--- config.mk ---
export PLATFORM = sky130hd
export DESIGN_NAME = ecc_encoder_counter_capture
export DESIGN_NICKNAME = d
export VERILOG_FILES = /design/src/verilog/ecc_pkg.sv /design/src/verilog/ecc_encoder_counter_capture.sv
export SDC_FILE = /design/constraint.sdc
export NUM_CORES = 1
export LEC_CHECK = 0
export ABC_AREA = 1
export BUFFER_PORTS_ARGS = -buffer_cell sky130_fd_sc_hd__buf_2
export CORE_MARGIN = 1.5
export CORE_UTILIZATION = 58
export CTS_BUF_LIST = sky130_fd_sc_hd__clkbuf_2
export DETAILED_ROUTE_END_ITERATION = 12
export GPL_TIMING_DRIVEN = 0
export PLACE_DENSITY = 0.79
export SYNTH_ARGS = -nofsm -noshare
export SYNTH_HDL_FRONTEND = slang
export SYNTH_SLANG_ARGS = --single-unit
--- constraint.sdc ---
create_clock -name clock -period 3.3 [get_ports clock]
set_input_delay 0.66 -clock clock [delete_from_list [all_inputs] [get_ports clock]]
set_output_delay 0.66 -clock clock [all_outputs]
set_load 0.01 [all_outputs]
--- src/verilog/ecc_pkg.sv ---
// Constants and types for the encoder counter with capture
package ecc_pkg;
  localparam int CLK_HZ = 50000000;
  localparam int CLK_NS = 20;
  // Register byte addresses
  localparam logic [7:0] ADDR_CTRL = 8'h00;
  localparam logic [7:0] ADDR_PRESET = 8'h04;
  localparam logic [7:0] ADDR_COUNT = 8'h08;
  localparam logic [7:0] ADDR_CAPT = 8'h0C;
  localparam logic [7:0] ADDR_STAT = 8'h10;
  localparam logic [7:0] ADDR_MASK = 8'h14;
  // Control register fields
  localparam int CTRL_ABS = 0;
  localparam int CTRL_REV = 1;
  localparam int CTRL_MUL_LO = 2;
  localparam int CTRL_MON = 4;
  localparam int CTRL_EDGE_LO = 5;
  localparam int CTRL_INIT = 7;
  localparam int CTRL_FILT_LO = 8;
  localparam logic [31:0] CTRL_MASK = 32'h000F_FFFF;
  localparam logic [31:0] CTRL_RST = 32'h0002_2200;
  localparam logic [1:0] MUL_X1 = 2'h0;
  localparam logic [1:0] MUL_X2 = 2'h1;
  localparam logic [1:0] MUL_X4 = 2'h2;
  localparam logic [1:0] EDGE_FALL = 2'h0;
  localparam logic [1:0] EDGE_RISE = 2'h1;
  localparam logic [1:0] EDGE_BOTH = 2'h2;
  // Status and mask bits
  localparam int ST_W = 4;
  localparam int ST_CAP = 0;
  localparam int ST_PRESET = 1;
  localparam int ST_FRAME = 2;
  localparam int ST_SUPPLY = 3;
  // Filter times, least times rounded up
  localparam int FILT_1US_NS = 1000;
  localparam int FILT_2US_NS = 2000;
  localparam int FILT_5US_NS = 5000;
  localparam int FILT_50US_NS = 50000;
  localparam int FILT_10US_NS = 10000;
  localparam int FILT_80US_NS = 80000;
  localparam int FILT_500US_NS = 500000;
  localparam int FILT_1MS_NS = 1000000;
  localparam int FILT_1US_CYC = (FILT_1US_NS + CLK_NS - 1) / CLK_NS;
  localparam int FILT_2US_CYC = (FILT_2US_NS + CLK_NS - 1) / CLK_NS;
  localparam int FILT_5US_CYC = (FILT_5US_NS + CLK_NS - 1) / CLK_NS;
  localparam int FILT_50US_CYC = (FILT_50US_NS + CLK_NS - 1) / CLK_NS;
  localparam int FILT_10US_CYC = (FILT_10US_NS + CLK_NS - 1) / CLK_NS;
  localparam int FILT_80US_CYC = (FILT_80US_NS + CLK_NS - 1) / CLK_NS;
  localparam int FILT_CNT_W = 16;
  // Serial link timing
  localparam int SSI_HZ = 250000;
  localparam int SSI_HALF_CYC = CLK_HZ / (2 * SSI_HZ);
  localparam int SSI_GAP_NS = 20000;
  localparam int SSI_GAP_CYC = (SSI_GAP_NS + CLK_NS - 1) / CLK_NS;
  localparam int SSI_DIV_W = 8;
  localparam int SSI_GAP_W = 11;
  typedef enum logic [3:0] {
    SSI_IDLE = 4'b0001,
    SSI_LOW = 4'b0010,
    SSI_HIGH = 4'b0100,
    SSI_GAP = 4'b1000
  } ecc_ssi_t;
endpackage : ecc_pkg

--- src/verilog/ecc_encoder_counter_capture.sv ---
// Encoder counter with capture, serial position reader and register port
`timescale 1ns/100ps
// Behaviour
// - One interface works either as incremental counter or as serial absolute reader, set by configuration.
// - In incremental mode pulses count up or down by the decoded direction.
// - Counting stays idle until a preset has been loaded and counting has been enabled.
// - A configured external event copies the position into the capture register without disturbing counting.
// - Capture fires on the falling edge, the rising edge or both edges, as selected.
// - Input mode is normal or reverse with x1, x2 or x4; after reset it is normal x1.
// - A, B and Z each have a selectable filter from none to one millisecond, two microseconds by default.
// - Supply monitoring is switched by configuration and is off after reset.
// - In absolute mode the position is read from the encoder over the synchronous serial link.
module ecc_encoder_counter_capture
  import ecc_pkg::*;
#(
  parameter int FRAME_BITS = 8,
  parameter int FILT_500US_CYC = (FILT_500US_NS + CLK_NS - 1) / CLK_NS,
  parameter int FILT_1MS_CYC = (FILT_1MS_NS + CLK_NS - 1) / CLK_NS
) (
  input wire logic clock,
  input wire logic rst,
  input wire logic [7:0] addr,
  input wire logic [31:0] wdata,
  input wire logic wr_en,
  input wire logic rd_en,
  output logic [31:0] rdata,
  output logic irq,
  input wire logic enc_a,
  input wire logic enc_b,
  input wire logic enc_z,
  input wire logic cap_in,
  input wire logic supply_ok,
  output logic ssi_clk,
  input wire logic ssi_data
);

  typedef struct packed {
    logic [31:0] ctrl;
    logic [31:0] preset;
    logic [31:0] count;
    logic [31:0] capt;
    logic [31:0] pos;
    logic [31:0] shreg;
    logic [ST_W-1:0] stat;
    logic [ST_W-1:0] mask;
    logic loaded;
    logic [2:0][FILT_CNT_W-1:0] fcnt;
    logic [2:0] fl;
    logic [2:0] fprev;
    logic cap_prev;
    ecc_ssi_t ssi;
    logic [SSI_DIV_W-1:0] div;
    logic [5:0] bitn;
    logic [SSI_GAP_W-1:0] gap;
    logic sclk;
    logic [31:0] rdata;
    logic irq;
  } ecc_state_t;

  ecc_state_t s;
  ecc_state_t n;
  logic [2:0] raw;
  logic [ST_W-1:0] set;
  logic [ST_W-1:0] clr;
  logic abs_mode;
  logic active;
  logic step;
  logic up;
  logic z_rise;
  logic cap_hit;
  logic tick;
  logic [31:0] cur;

  // Printed order of the filter choices is kept, not sorted
  function automatic int filt_cyc(input logic [3:0] sel);
    case (sel)
      4'h0: return 0;
      4'h1: return FILT_1US_CYC;
      4'h2: return FILT_2US_CYC;
      4'h3: return FILT_5US_CYC;
      4'h4: return FILT_50US_CYC;
      4'h5: return FILT_10US_CYC;
      4'h6: return FILT_80US_CYC;
      4'h7: return FILT_500US_CYC;
      default: return FILT_1MS_CYC;
    endcase
  endfunction : filt_cyc

  always_comb begin
    n = s;
    raw = {enc_z, enc_b, enc_a};
    set = '0;
    clr = '0;
    step = 1'b0;
    abs_mode = s.ctrl[CTRL_ABS];
    cur = abs_mode ? s.pos : s.count;
    // Debounce: any bounce restarts the hold count
    for (int i = 0; i < 3; i++) begin
      if (raw[i] == s.fl[i]) begin
        n.fcnt[i] = '0;
      end else if (int'(s.fcnt[i]) + 1 >= filt_cyc(s.ctrl[CTRL_FILT_LO + 4 * i +: 4])) begin
        n.fl[i] = raw[i];
        n.fcnt[i] = '0;
      end else begin
        n.fcnt[i] = s.fcnt[i] + 16'h0001;
      end
    end
    n.fprev = s.fl;
    // Direction from old A against new B; reverse flips it
    up = ~(s.fprev[0] ^ s.fl[1]) ^ s.ctrl[CTRL_REV];
    case (s.ctrl[CTRL_MUL_LO +: 2])
      MUL_X4: step = (s.fl[0] ^ s.fprev[0]) | (s.fl[1] ^ s.fprev[1]);
      MUL_X2: step = s.fl[0] ^ s.fprev[0];
      default: step = s.fl[0] & ~s.fprev[0];
    endcase
    z_rise = s.fl[2] & ~s.fprev[2] & ~abs_mode;
    active = s.loaded & s.ctrl[CTRL_INIT] & ~abs_mode;
    if (z_rise) begin
      n.count = s.preset;
      n.loaded = 1'b1;
      set[ST_PRESET] = 1'b1;
    end else if (active && step) begin
      n.count = up ? s.count + 32'h0000_0001 : s.count - 32'h0000_0001;
    end
    // Capture input
    n.cap_prev = cap_in;
    case (s.ctrl[CTRL_EDGE_LO +: 2])
      EDGE_FALL: cap_hit = ~cap_in & s.cap_prev;
      EDGE_RISE: cap_hit = cap_in & ~s.cap_prev;
      EDGE_BOTH: cap_hit = cap_in ^ s.cap_prev;
      default: cap_hit = 1'b0;
    endcase
    if (cap_hit) begin
      n.capt = cur;
      set[ST_CAP] = 1'b1;
    end
    if (s.ctrl[CTRL_MON] && !supply_ok) begin
      set[ST_SUPPLY] = 1'b1;
    end
    // Serial reader: clock idles high, data taken on each rising edge
    tick = (s.div == SSI_DIV_W'(SSI_HALF_CYC - 1));
    n.div = tick ? '0 : s.div + 8'h01;
    case (s.ssi)
      SSI_IDLE: begin
        n.div = '0;
        n.bitn = '0;
        n.shreg = '0;
        if (abs_mode) begin
          n.ssi = SSI_LOW;
          n.sclk = 1'b0;
        end
      end
      SSI_LOW: begin
        if (tick) begin
          n.ssi = SSI_HIGH;
          n.sclk = 1'b1;
          n.shreg = {s.shreg[30:0], ssi_data};
        end
      end
      SSI_HIGH: begin
        if (tick) begin
          if (s.bitn == 6'(FRAME_BITS - 1)) begin
            n.ssi = SSI_GAP;
            n.gap = '0;
            n.pos = s.shreg;
            set[ST_FRAME] = 1'b1;
          end else begin
            n.bitn = s.bitn + 6'h01;
            n.ssi = SSI_LOW;
            n.sclk = 1'b0;
          end
        end
      end
      SSI_GAP: begin
        // Pause lets the encoder's monoflop expire before the next frame
        n.gap = s.gap + 11'h001;
        if (s.gap == SSI_GAP_W'(SSI_GAP_CYC - 1)) begin
          n.ssi = SSI_IDLE;
        end
      end
      default: n.ssi = SSI_IDLE;
    endcase
    if (!abs_mode) begin
      n.ssi = SSI_IDLE;
      n.sclk = 1'b1;
    end
    // Register port
    if (wr_en) begin
      if (addr == ADDR_CTRL) begin
        n.ctrl = wdata & CTRL_MASK;
      end else if (addr == ADDR_PRESET) begin
        n.preset = wdata;
      end else if (addr == ADDR_STAT) begin
        clr = wdata[ST_W-1:0];
      end else if (addr == ADDR_MASK) begin
        n.mask = wdata[ST_W-1:0];
      end
    end
    // New events win over a clear in the same cycle
    n.stat = (s.stat & ~clr) | set;
    n.irq = |(n.stat & n.mask);
    n.rdata = '0;
    if (rd_en) begin
      if (addr == ADDR_CTRL) begin
        n.rdata = s.ctrl;
      end else if (addr == ADDR_PRESET) begin
        n.rdata = s.preset;
      end else if (addr == ADDR_COUNT) begin
        n.rdata = cur;
      end else if (addr == ADDR_CAPT) begin
        n.rdata = s.capt;
      end else if (addr == ADDR_STAT) begin
        n.rdata = {28'h000_0000, s.stat};
      end else if (addr == ADDR_MASK) begin
        n.rdata = {28'h000_0000, s.mask};
      end
    end
  end

  always_ff @(posedge clock) begin
    if (rst) begin
      s <= '0;
      s.ctrl <= CTRL_RST;
      s.ssi <= SSI_IDLE;
      s.sclk <= 1'b1;
    end else begin
      s <= n;
    end
  end

  assign rdata = s.rdata;
  assign irq = s.irq;
  assign ssi_clk = s.sclk;
endmodule : ecc_encoder_counter_capture

== Yosys cells after proc, flatten, opt, wreduce, memory -nomap -nowiden ==
Memories as Yosys holds them, arrays and structs flattened. A register that Yosys moved wholly into a read port is not among the register bits.
Index checks and enable logic that the tools add are counted.
Operators by class
  reduce and logical (&&, ||, !) cells: 29
  equal/unequal tests: 24
  muxes and demuxes: 54
  magnitude comparators: 3
  add/sub/neg operators: 11
  bitwise logic cells: 28
Operator list (number)
  two-way mux 32 bit: 14
  >= comparator 18 x 32 -> 1 bit: 3
  case mux 32 bit (2 select lines): 1
  two-way mux 4 bit: 15
  adder 16 x 1 -> 17 bit, second input constant: 3
  adder 16 x 1 -> 16 bit, second input constant: 3
  adder 32 x 1 -> 32 bit, second input constant: 1
  subtractor 32 x 1 -> 32 bit, second input constant: 1
  case mux 11 bit (2 select lines): 1
  two-way mux 20 bit: 1
  two-way mux 18 bit: 1
  two-way mux 3 bit: 6
  equality test 8 x 4 -> 1 bit, second input constant: 2
  equality test 8 x 5 -> 1 bit, second input constant: 2
  case mux 4 bit (4 select lines): 1
  AND reduction 3 bit: 5
  OR reduction 3 bit: 5
  case mux 6 bit (2 select lines): 1
  adder 11 x 1 -> 11 bit, second input constant: 1
  equality test 11 x 10 -> 1 bit, second input constant: 1
  two-way mux 11 bit: 1
  NOT 1 bit: 11
  != test 2 bit, second input constant: 5
  AND reduction 2 bit: 5
  other kinds (31): 59
Word-level totals
  input bits: 50
  flip-flop bits (word level): 307
  memories kept: 3
  bits in read-only memories: 312
Memory list
  (no name shown): words 8, bits a word 13, read ports 1, clocked after memory_dff 1, write ports 0, line ecc_encoder_counter_capture.sv:76  | case (sel)
  (no name shown): words 8, bits a word 13, read ports 1, clocked after memory_dff 1, write ports 0, line ecc_encoder_counter_capture.sv:76
  (no name shown): words 8, bits a word 13, read ports 1, clocked after memory_dff 1, write ports 0, line ecc_encoder_counter_capture.sv:76

== Longest topological paths before layout ==
  depth in word-level cells: 10
  depth in mapped cells: 20

== Worst setup path after synthesis ==
OpenSTA, ideal clock, no wires.
  path kind: register to register
  start point: register s (netlist bit n[65])
  end point: register s[244] (netlist name)
  path slack: -0.232 ns
  library setup time: 0.132 ns
  stages on the path, launching flop included: 15
  data arrival time: 3.400 ns
  data required time: 3.168 ns
  cells stage by stage: dfxtp_1 -> xnor2_1 -> xor2_1 -> ha_1 -> a21oi_1 -> nand2_1 -> nand3_1 -> nand2_1 -> nand2_1 -> nand2_1 -> nand2_1 -> nand2_1 -> or2_2 -> nand2_1 -> a21oi_1
Between the ends
  word-level cells in the longest chain between the ends: 6
RTL lines
  start: declaration: line ecc_encoder_counter_capture.sv:60  | ecc_state_t s;
  start signal: assignment: line ecc_encoder_counter_capture.sv:227  | s <= n;
  XOR 1 bit: line ecc_encoder_counter_capture.sv:110  | up = ~(s.fprev[0] ^ s.fl[1]) ^ s.ctrl[CTRL_REV];
  NOT 1 bit: line ecc_encoder_counter_capture.sv:110
  XOR 1 bit: line ecc_encoder_counter_capture.sv:110
  two-way mux 32 bit: line ecc_encoder_counter_capture.sv:123  | n.count = up ? s.count + 32'h0000_0001 : s.count - 32'h0000_0001;
  two-way mux 32 bit: line ecc_encoder_counter_capture.sv:122  | end else if (active && step) begin
  two-way mux 32 bit: line ecc_encoder_counter_capture.sv:118  | if (z_rise) begin
Several ways; a longest one is shown, not always the timed one. The select of a mux whose other input is x is not followed.
A chain may end at the register's enable or synchronous reset.

== Worst setup path in the final report ==
  start point: register s (netlist bit n[65])
  end point: register s[245] (netlist name)
The elaborated chain is that of the path after synthesis.

==> results.md <==
- Combinational family with the most area after synthesis: simple AND/OR/NAND/NOR gates
- DRT Pass-1 Iters: 8
- Distinct cells, synth: 59
- Post-Synth XOR/XNOR Area: 2.83%
- Post-DRT Antenna Nets: 0
- Combinational power share: 3.7%
- Most frequent cells in the layout: nand2_1, dfxtp_1, nor2_1, inv_1, o21ai_0
- Hold Violations, Final: 0
- Sink Count: 340
- Ys Warns: 0
- Tightest Pin Transition: 1.04 ns
- Most common cell after layout, fill and taps aside: nand2_1
- Top post-synthesis cells by area: dfxtp_1, nand2_1, nor2_1
- DRC: 0
- Crit start category: flip-flop
- Synth Area in Adders: 5.89%
- Die Height: 176 um
- Register clock-pin slew on the reported worst setup and hold paths: 0.11 ns
- H-tree levels: 3
- Cell taking the most area after synthesis: dfxtp_1
- Post-Route WL: 50700 um
- Final period util: 94.2%
- Power Dens Cells: 376 nW/um2
- Hold Crit Class: in2reg
- CP max FO: 31
- Syn_area_per_cell: 7.19 um2
- Initial cell density of the core: 58.8%
- Clk_skew: 0.0793 ns
- Area grow syn2layout: 9.88%
- Vias: 16600
- CTS Root Cell: clkbuf_2
- Initial antenna violation count: 1
- Number of global-route vias before repair: 15600
- CTS Buf Count: 85
- Total Neg Setup Slack: 0 ns
- Hpwl dp: 39600 um
- Compound-Gate Fraction of Synth Area: 17.0%
- Postcts setup bufs: 0
- Crit path DAT: 3.88 ns
- CORE AREA: 29500 um2
- Worst-Skew Late Latency: 0.90 ns
- Placement row count: 63
- Post-layout nets: 2713
- Pwr Total: 7.16 mW
- I/O pin total: 84
- Kind of critical path: reg2reg
- RSZ-0062 raised after global routing: false
- GRT Overall Usage: 32.7%
- Clock Power Share: 38.4%
- Fin util: 64.6%
- Mux contribution to synthesized area: 0.137%
- Post-synthesis simple-gate area fraction: 25.0%
- PortBufs: 83
- Sequential Power Share: 57.9%
- Max Fclk: 0.322 GHz
- Period minus WS final: 3.11 ns
- Grt ovf: 0
- Die Wd: 176 um
- Largest net degree at the start of global routing: 32
- Top FF cell, synth: dfxtp_1
- CTS tree: yes
- Switching Fraction: 26.4%
- Leak: 8.26 nW
- Asr flop ratio synth: 0%
- Worst slew margin: 30.4%
- WL/cell: 16.8 um
- Final Max Tran Viols: 0
- Post-synthesis sequential area ratio: 39.3%
- Status: finished, final reports clean
- RePlAce Congestion: 1.03
- EDFF count, synth: 0
- CP Capture Type: flip-flop
- Die Area: 30900 um2
- Top cell type's share of synthesized area: 39.3%
- Synth Cell Area: 17300 um2
- Syn_nets: 2539
- Required @ worst endpoint: 4.07 ns
- Initial DRC count: 1615
- Clock Path Buffers: 3
- Global-route wire length before repair: 79900 um
- Share of cells above drive strength 1: 14.2%
- Switching power: 1.89 mW
- Yosys reg bits: 340
- Count of final setup violators: 0
- Max Cap Viol: 0
- Pint: 5.27 mW
- Peak supply drop: 0.235 mV
- Vias per cell: 5.49
- Synth Instances: 2408
[synthesized netlist by cell type (3+ instances only)]
cell	n
o31ai_1	4
dfxtp_1	340
nand3_2	5
o21bai_1	6
a31oi_1	21
o21ai_0	225
or2_2	8
xnor2_1	17
o22ai_1	9
nand2_1	471
a41oi_1	9
inv_2	16
buf_2	19
ha_1	80
nand3_1	77
a211oi_1	15
nand4_4	3
o21ai_1	4
clkbuf_1	57
nor3_4	6
o21a_1	4
xor2_1	39
a221oi_1	11
o211ai_1	3
o211a_1	4
nor3_2	5
nor2_1	306
nor4_1	3
nor3_1	25
nand4_1	15
nor2_4	5
nor2_2	34
inv_1	262
buf_6	5
a21oi_1	210
nand3b_1	5
a21o_1	3
buf_1	6
buf_4	32
clkinv_1	7
nand2_2	8
[power by group through the flow]
stage	clock network (mW)	registers, mW	logic, mW
after floorplan	0	4.23	0.145
after global placement	0	4.24	0.248
after detailed placement	0	4.24	0.254
after CTS	2.76	4.14	0.257
after global routing	3.02	4.15	0.284
final	2.75	4.14	0.264
[per-layer routing]
| layer | share of wire (%) | track usage, % |
|---|---|---|
| met4 | 4.9 | 17.1 |
| met1 | 43 | 42.5 |
| met3 | 7.7 | 5.54 |
| met5 | 0 | 0 |
| met2 | 44 | 52.2 |
[final timing paths]
path,slack [ns],cells past startpoint,end,startpoint
setup / recovery,0.19,14,s[245]$_SDFFE_PP0P_,n[65]$_SDFFE_PP0P_
hold / removal,0.004,3,n[65]$_SDFFE_PP0P_,enc_b
setup reg to reg,0.19,14,s[245]$_SDFFE_PP0P_,n[65]$_SDFFE_PP0P_
hold reg to reg,0.46,1,s[51]$_SDFF_PP0_,s[51]$_SDFF_PP0_
[cell type report]
class                   instances  area (um2)
diodes                          1        2.50
plain buffers                 119         628
clock buffers                 123         616
clock inverters                15        96.3
fillers                      2679       10500
inverters                     285        1070
multi-input cells            1664        8860
flip-flops and latches        340        6810
well taps                     390         488
repair buffers                 87         465
[cells by family (layout without fill, tap and decap cells)]
kind of cell	Yosys count	after routing
AO/OA/AOI/OAI	536	536
adder cells (fa/ha/maj)	81	81
buffers and inverters	404	629
XOR/XNOR	56	56
multiplexers	2	2
AND/OR/NAND/NOR	989	989
other	0	1
flip-flops	340	340
[metrics by stage]
stage | std cells | setup slack, ns | hold WS [ns] | instance area (um2)
CTS | 3022 | 0.00802 | 0.00395 | 19000
finish | 3024 | 0.190 | 0.00386 | 19000
global route | 3024 | 0.0215 | 0.0209 | 19000
detailed placement | 2882 | 0.0942 | 0.450 | 18300
global placement | 2881 | -0.911 | 0.428 | 18200
floorplan | 2408 | 0.272 | 0.418 | 17300
[registers in the layout, indices dropped and copies added (netlist names), named ones only]
name      count
s           269
rdata        32
n             3
abs_mode      1
irq           1
ssi_clk       1
[what timing repair did]
action | in CTS | in global routing
resized for setup | 0 | 3
endpoints found under the hold margin | 2 | 1
hold buffers | 2 | 1
endpoints found under the setup margin | 0 | 20
[critical path: stages (launching register included)]
cell and delay (ns):
dfxtp_1 0.53, xnor2_4 0.17, xor2_4 0.19, buf_12 0.19, ha_1 0.39, nand2_1 0.07
o21ai_1 0.38, nand2_1 0.09, nand2_1 0.14, nand2_1 0.07, nand2_1 0.19, nand3_1 0.13
nand3b_1 0.11, nand3_1 0.15, a21oi_1 0.16
(Power assumes the default switching activity.)
